===== src/sdw_map.svh =====
`ifndef SDW_MAP_SVH
`define SDW_MAP_SVH
`define SDW_ADDR_CONTROL 4'h0
`define SDW_ADDR_STATUS 4'h1
`define SDW_EN_BIT 0
`define SDW_PS_LSB 1
`define SDW_PS_MSB 5
`define SDW_PS_RESET 5'h0B
`define SDW_PS_MAX 5'h12
`define SDW_BASE_LOG2 5
`define SDW_CLK_HZ 25000000
`define SDW_SLOW_HZ 31000
`define SDW_SLOW_DIV (`SDW_CLK_HZ / `SDW_SLOW_HZ)
`endif


===== src/sdw_pkg.sv =====
package sdw_pkg;
	typedef enum logic [1:0] {SDW_OFF, SDW_SWCTL, SDW_NOSLEEP, SDW_ALWAYS} sdw_mode_type;
	typedef enum {SDW_AWAKE, SDW_ASLEEP, SDW_HOLD} sdw_state_type;
endpackage


===== src/sdw_if.sv =====
`timescale 1ns/1ps
interface sdw_if;
	logic tick;
	logic clear;
	logic [4:0] period;
	logic expire;
	modport ctl (output tick, output clear, output period, input expire);
	modport cnt (input tick, input clear, input period, output expire);
endinterface


===== src/sdw_top.sv =====
// Local design decisions: the plain strobed port and the register addresses.
`timescale 1ns/1ps
`include "sdw_map.svh"
module sdw_top
	import sdw_pkg::*;
#(
	parameter int SLOW_DIV = `SDW_SLOW_DIV,
	parameter bit CRYSTAL_CLOCK = 1'b0
)
(
	input wire logic SYS_CLK,
	input wire logic RESETN,
	input wire logic [1:0] DOG_CFG_MODE,
	input wire logic [3:0] ADDR,
	input wire logic [7:0] WDATA,
	input wire logic WR,
	input wire logic RD,
	output logic [7:0] RDATA,
	input wire logic KICK_INSTRUCTION,
	input wire logic SLEEP_REQ,
	input wire logic IRQ_PENDING,
	input wire logic WAKE_EVENT,
	input wire logic OSC_FAIL,
	input wire logic OSC_START_TIMER,
	input wire logic [3:0] INT_OSC_DIVIDER,
	output logic ASLEEP,
	output logic DOG_RESET,
	output logic DOG_WAKE,
	output logic EXPIRY_FLAG_N,
	output logic SLEEP_FLAG_N
);
	import sdw_pkg::*;
	sdw_if link();
	sdw_mode_type mode;
	sdw_state_type state_reg, state_next;
	logic [4:0] period_reg, period_next;
	logic enable_reg, enable_next;
	logic [7:0] rdata_reg, rdata_next;
	logic [$clog2(SLOW_DIV+1)-1:0] div_reg, div_next;
	logic to_n_reg, to_n_next, pd_n_reg, pd_n_next;
	logic rst_reg, rst_next, wake_reg, wake_next;
	logic [1:0] ost_sync, fail_sync;
	logic active, sleep_ok, tick, enter_sleep, exit_sleep;
	logic other_clear, hit;
	// The oscillator pins OSC_FAIL and OSC_START_TIMER pass two flops; first stage is read by the second only
	always_ff @(posedge SYS_CLK or negedge RESETN)
	begin
		if (!RESETN)
		begin
			ost_sync <= 2'b00;
			fail_sync <= 2'b00;
		end
		else
		begin
			ost_sync <= {ost_sync[0], OSC_START_TIMER};
			fail_sync <= {fail_sync[0], OSC_FAIL};
		end
	end
	assign mode = sdw_mode_type'(DOG_CFG_MODE);
	assign sleep_ok = !IRQ_PENDING;
	assign enter_sleep = (state_reg == SDW_AWAKE) && SLEEP_REQ && sleep_ok;
	// Expiry is weighed against every other clear, which keeps the path from the
	// count through exit_sleep back into the clear free of a loop
	assign other_clear = KICK_INSTRUCTION || !active || fail_sync[1] || ost_sync[1]
		|| enter_sleep || (state_reg == SDW_ASLEEP && WAKE_EVENT);
	assign hit = link.expire && !other_clear;
	assign exit_sleep = (state_reg == SDW_ASLEEP) && (WAKE_EVENT || hit);
	always_comb
	begin
		case (mode)
			SDW_ALWAYS: active = 1'b1;
			SDW_NOSLEEP: active = (state_reg == SDW_AWAKE);
			SDW_SWCTL: active = enable_reg && (state_reg != SDW_HOLD);
			SDW_OFF: active = 1'b0;
			default: active = 1'b0;
		endcase
		if (state_reg == SDW_HOLD)
			active = 1'b0;
	end
	// Slow oscillator time base from the system clock; the divider ignores the
	// internal oscillator divider setting so the count never jumps
	always_comb
	begin
		div_next = div_reg + 1'b1;
		tick = 1'b0;
		if (div_reg == $bits(div_reg)'(SLOW_DIV - 1))
		begin
			div_next = '0;
			tick = 1'b1;
		end
		if (link.clear)
			div_next = '0;
	end
	assign link.tick = tick && active;
	assign link.period = period_reg;
	// Kick arrives on this clock, so a single pulse clears exactly once
	assign link.clear = other_clear || hit;
	always_comb
	begin
		state_next = state_reg;
		to_n_next = to_n_reg;
		pd_n_next = pd_n_reg;
		rst_next = 1'b0;
		wake_next = 1'b0;
		case (state_reg)
			SDW_AWAKE:
			begin
				if (hit)
				begin
					rst_next = 1'b1;
					to_n_next = 1'b0;
				end
				else if (enter_sleep)
				begin
					state_next = SDW_ASLEEP;
					pd_n_next = 1'b0;
				end
				else if (KICK_INSTRUCTION)
				begin
					to_n_next = 1'b1;
					pd_n_next = 1'b1;
				end
			end
			SDW_ASLEEP:
			begin
				if (exit_sleep)
				begin
					state_next = CRYSTAL_CLOCK ? SDW_HOLD : SDW_AWAKE;
					if (hit)
					begin
						wake_next = 1'b1;
						to_n_next = 1'b0;
					end
				end
			end
			SDW_HOLD:
			begin
				if (!ost_sync[1])
					state_next = SDW_AWAKE;
			end
			default: state_next = SDW_AWAKE;
		endcase
	end
	always_comb
	begin
		period_next = period_reg;
		enable_next = enable_reg;
		rdata_next = 8'h00;
		if (WR && ADDR == `SDW_ADDR_CONTROL)
		begin
			period_next = WDATA[`SDW_PS_MSB:`SDW_PS_LSB];
			enable_next = WDATA[`SDW_EN_BIT];
		end
		if (RD)
		begin
			case (ADDR)
				`SDW_ADDR_CONTROL: rdata_next = {2'b00, period_reg, enable_reg};
				`SDW_ADDR_STATUS: rdata_next = {5'h00, state_reg == SDW_ASLEEP, to_n_reg, pd_n_reg};
				default: rdata_next = 8'h00;
			endcase
		end
	end
	always_ff @(posedge SYS_CLK or negedge RESETN)
	begin
		if (!RESETN)
		begin
			state_reg <= SDW_AWAKE;
			period_reg <= `SDW_PS_RESET;
			enable_reg <= 1'b0;
			rdata_reg <= 8'h00;
			div_reg <= '0;
			to_n_reg <= 1'b1;
			pd_n_reg <= 1'b1;
			rst_reg <= 1'b0;
			wake_reg <= 1'b0;
		end
		else
		begin
			state_reg <= state_next;
			period_reg <= period_next;
			enable_reg <= enable_next;
			rdata_reg <= rdata_next;
			div_reg <= div_next;
			to_n_reg <= to_n_next;
			pd_n_reg <= pd_n_next;
			rst_reg <= rst_next;
			wake_reg <= wake_next;
		end
	end
	sdw_counter u_counter (
		.SYS_CLK(SYS_CLK),
		.RESETN(RESETN),
		.bus(link)
	);
	assign RDATA = rdata_reg;
	assign DOG_RESET = rst_reg;
	assign DOG_WAKE = wake_reg;
	assign EXPIRY_FLAG_N = to_n_reg;
	assign SLEEP_FLAG_N = pd_n_reg;
	assign ASLEEP = (state_reg == SDW_ASLEEP);
endmodule


===== src/sdw_counter.sv =====
`timescale 1ns/1ps
`include "sdw_map.svh"
module sdw_counter
	import sdw_pkg::*;
#(
	parameter int WIDTH = 28
)
(
	input wire logic SYS_CLK,
	input wire logic RESETN,
	sdw_if.cnt bus
);
	logic [WIDTH-1:0] count_reg;
	logic [WIDTH-1:0] count_next;
	logic [WIDTH-1:0] limit;
	logic [4:0] eff;
	always_comb
	begin
		// Reserved codes fall back to the shortest interval
		eff = (bus.period > `SDW_PS_MAX) ? 5'h00 : bus.period;
		limit = WIDTH'(1) << (eff + 5'(`SDW_BASE_LOG2));
		count_next = count_reg;
		if (bus.clear)
			count_next = '0;
		else if (bus.tick)
			count_next = count_reg + WIDTH'(1);
	end
	always_ff @(posedge SYS_CLK or negedge RESETN)
	begin
		if (!RESETN)
			count_reg <= '0;
		else
			count_reg <= count_next;
	end
	// Raw expiry; the controller weighs it against its other clears
	assign bus.expire = (count_reg >= limit - WIDTH'(1)) && bus.tick;
endmodule


===== config.mk =====
export PLATFORM = sky130hd
export DESIGN_NAME = sdw_top
export DESIGN_NICKNAME = d
export VERILOG_FILES = /design/src/sdw_pkg.sv /design/src/sdw_if.sv /design/src/sdw_top.sv /design/src/sdw_counter.sv
export VERILOG_INCLUDE_DIRS = /design/src
export SDC_FILE = /design/constraint.sdc
export NUM_CORES = 1
export LEC_CHECK = 0
export BUFFER_PORTS_ARGS = -buffer_cell sky130_fd_sc_hd__buf_2
export CORE_MARGIN = 5
export CORE_UTILIZATION = 40
export DETAILED_ROUTE_END_ITERATION = 8
export PLACE_DENSITY = 0.66
export SLEW_MARGIN = 20
export SYNTH_ARGS = -nofsm -noshare
export SYNTH_HDL_FRONTEND = slang
export SYNTH_SLANG_ARGS = --single-unit

===== constraint.sdc =====
create_clock -name SYS_CLK -period 3.3 [get_ports SYS_CLK]
set_input_delay 0.66 -clock SYS_CLK [delete_from_list [all_inputs] [get_ports SYS_CLK]]
set_output_delay 0.66 -clock SYS_CLK [all_outputs]
set_load 0.005 [all_outputs]

==> results.sh <==
export IMPL_area_delta_synth_final_pct=15.2
export IMPL_grt_usage_pct=14.6
export IMPL_grt_pass1_wl_microns=13300
export IMPL_dp_final_hpwl_microns=5940
export IMPL_slew_headroom_pct=53.6
export IMPL_dpl_instance_area_sq_mm=0.00404
export IMPL_nFillCells=870
export IMPL_grt_pass1_vias=2893
export IMPL_firstDrtPassIters=5
export IMPL_holdWs_ns=0.333
export IMPL_ys_seq_area_share_pct=39.9
export IMPL_synth_distinct_cells=51
export IMPL_drt_initial_drc_count=134
export IMPL_worst_slack_ns=0.267
export IMPL_fin_tns_setup_ns=0
export IMPL_n_antenna_cell=0
export IMPL_rows=35
export IMPL_layout_commonest_cell="dfrtp_1"
export IMPL_drt_wl_total_microns=7900
export IMPL_clkLatencyLatePin_ns=0.34
export IMPL_synth_top_cell_area_share_pct=36.4
export IMPL_synth_area_leader_cell="dfrtp_1"
export IMPL_gp_congestion=0.856
export IMPL_detail_route_antenna_nets=0
export IMPL_fmax_ghz=0.330
export IMPL_fin_crit_sh_pct=91.9
export IMPL_synthTopCellsByArea="dfrtp_1 (36%), ha_1 (11%), nor2_1 (5.3%)"
export IMPL_final_layout_size_suffix_gt1_share_pct=18.7
export IMPL_tightest_slew_ns=0.691
export IMPL_syn_area_per_cell_sq_um=9.43
export IMPL_hold_viol_final=0
export IMPL_syn_area_sq_mm=0.00372
export IMPL_fin_util_pct=46.8
export IMPL_ctsResizeCount=0
export IMPL_powerDensity_mw_per_mm2=453
export IMPL_port_buffers=32
export IMPL_end_kind="register"
export IMPL_post_cts_buffers=0
export IMPL_die_w_microns=106
export IMPL_grt_overflow=0
export IMPL_outcome="finished, final reports clean"
export IMPL_cts_path_max_buffers=2
export IMPL_p_total_mw=1.94
export IMPL_cts_root_buf="clkbuf_8"
export IMPL_cts_sinks=59
export IMPL_drc=0
export IMPL_cts_tree="built"
export IMPL_grt_max_degree=49
export IMPL_ctsHtreeMaxLevel=3
export IMPL_cts_hold_buf=0
export IMPL_pre_cts_slack_ns=0.377
export IMPL_final_nets=498
export IMPL_async_flop_share_pct=100
export IMPL_path_class="reg -> reg"
export IMPL_finalMaxSlewViolations=0
export IMPL_crit_fanout=25
export IMPL_maxCapViolCount=0
export IMPL_synth_main_ff_cell="dfrtp_1"
export IMPL_cp_required_ns=3.52
export IMPL_die_area_sq_mm=0.0113
export IMPL_antenna_found_initial=0
export IMPL_worstPathArrival_ns=3.26
export IMPL_ir_drop_uv=230
export IMPL_ys_ff_latch=59
export IMPL_final_cell_count_no_fill=554
export IMPL_most_common_layout_cells="dfrtp_1 (54), nor2_1 (52), ha_1 (32)"
export IMPL_viasPerCell=5.36
export IMPL_final_setup_viol_count=0
export IMPL_cts_buffers=9
export IMPL_holdCritPathClass="in -> async"
export IMPL_die_h_microns=106
export IMPL_io_pins=41
export IMPL_avgRoutedWirePerCell_microns=14.3
export IMPL_vias=2968
export IMPL_core_area_sq_mm=0.00915
export IMPL_fin_area_sq_mm=0.00428
export IMPL_yosysWarnings=0
export IMPL_crit_path_start="link.period[1]"
export IMPL_fin_worst_skew_ns=0.00640
export IMPL_clk_pin_slew_ns=0.07
export IMPL_grt_setup_unrepaired="false"
export IMPL_syn_inst=394
export IMPL_largest_reg_flops=28
export IMPL_fin_crit_ns=3.03
export IMPL_r2r_start="link.period[1]"
export IMPL_synth_edf_count=0
export IMPL_startpoint_type="register"
export IMPL_ff_latch_area_sq_mm=0.00148
export IMPL_start_util_pct=40.6
export IMPL_multi_input_area_sq_mm=0.00216
export IMPL_p_leak_nw=1.89
export IMPL_placed_cells=538
export IMPL_reg2reg_depth=11
[synthesized netlist by cell type, types with 5 or more instances]
library cell / n
o21a_1: 7
mux2_2: 6
nand4_1: 14
and2_1: 6
o21ai_0: 11
ha_1: 32
nand2_1: 30
nor4_1: 5
dfstp_2: 5
inv_1: 9
a21oi_1: 23
nand3_1: 21
nor2_2: 7
nor2_1: 52
dfrtp_1: 54
xnor2_1: 12
clkbuf_1: 9
xor2_1: 22
nor3_1: 12
and3_1: 7
[where the power goes]
group	leakage [nW]	switching [mW]	total [mW]	internal [mW]
logic	0.974	0.204	0.338	0.135
registers	0.791	0.0402	0.797	0.757
clock network	0.123	0.283	0.802	0.520
total	1.89	0.527	1.94	1.41
[layout make-up]
| class | instances | area share (%) |
|---|---|---|
| Clock buffer | 11 | 3.30 |
| Clock inverter | 5 | 2.34 |
| Inverter | 9 | 0.789 |
| Multi-Input combinational cell | 321 | 50.6 |
| Sequential cell | 59 | 34.6 |
| Tap cell | 111 | 3.24 |
| Timing Repair Buffer | 38 | 5.14 |
[critical path, stage by stage (launching register included)]
cell	delay, ns
dfstp_2	0.69
and2_1	0.25
nand2_1	0.12
nor2_1	0.13
nor2_1	0.06
ha_1	0.34
nand4_1	0.14
nor4_1	0.44
o31ai_2	0.22
o211ai_2	0.24
buf_12	0.21
nor2_1	0.07
[metal layers]
metal  GRT usage (%)  share of wire [%]
met5               0                  0
met4            4.44                1.3
met3            4.19                3.9
met2            25.0                 51
met1            17.8                 44
[path summary, 6_finish.rpt]
kind | to | slack, ns
max in group asynchronous | u_counter.count_reg[4] | 2.42
min reg2reg | ost_sync[1] | 0.36
max | u_counter.count_reg[27] | 0.27
min | RDATA[4] | 0.33
max reg2reg | u_counter.count_reg[27] | 0.27
min in group SYS_CLK | ost_sync[1] | 0.36
[logic make-up after synthesis]
group,after synthesis,share of synthesized area (%)
AO/OA/AOI/OAI,61,10.9
XOR/XNOR,34,8.01
adder cells (fa/ha/maj),32,10.8
buffers and inverters,23,2.79
flip-flops,59,39.9
multiplexers,10,2.89
other,2,0.202
AND/OR/NAND/NOR,173,24.5
Power figures use the tool's default switching activity.
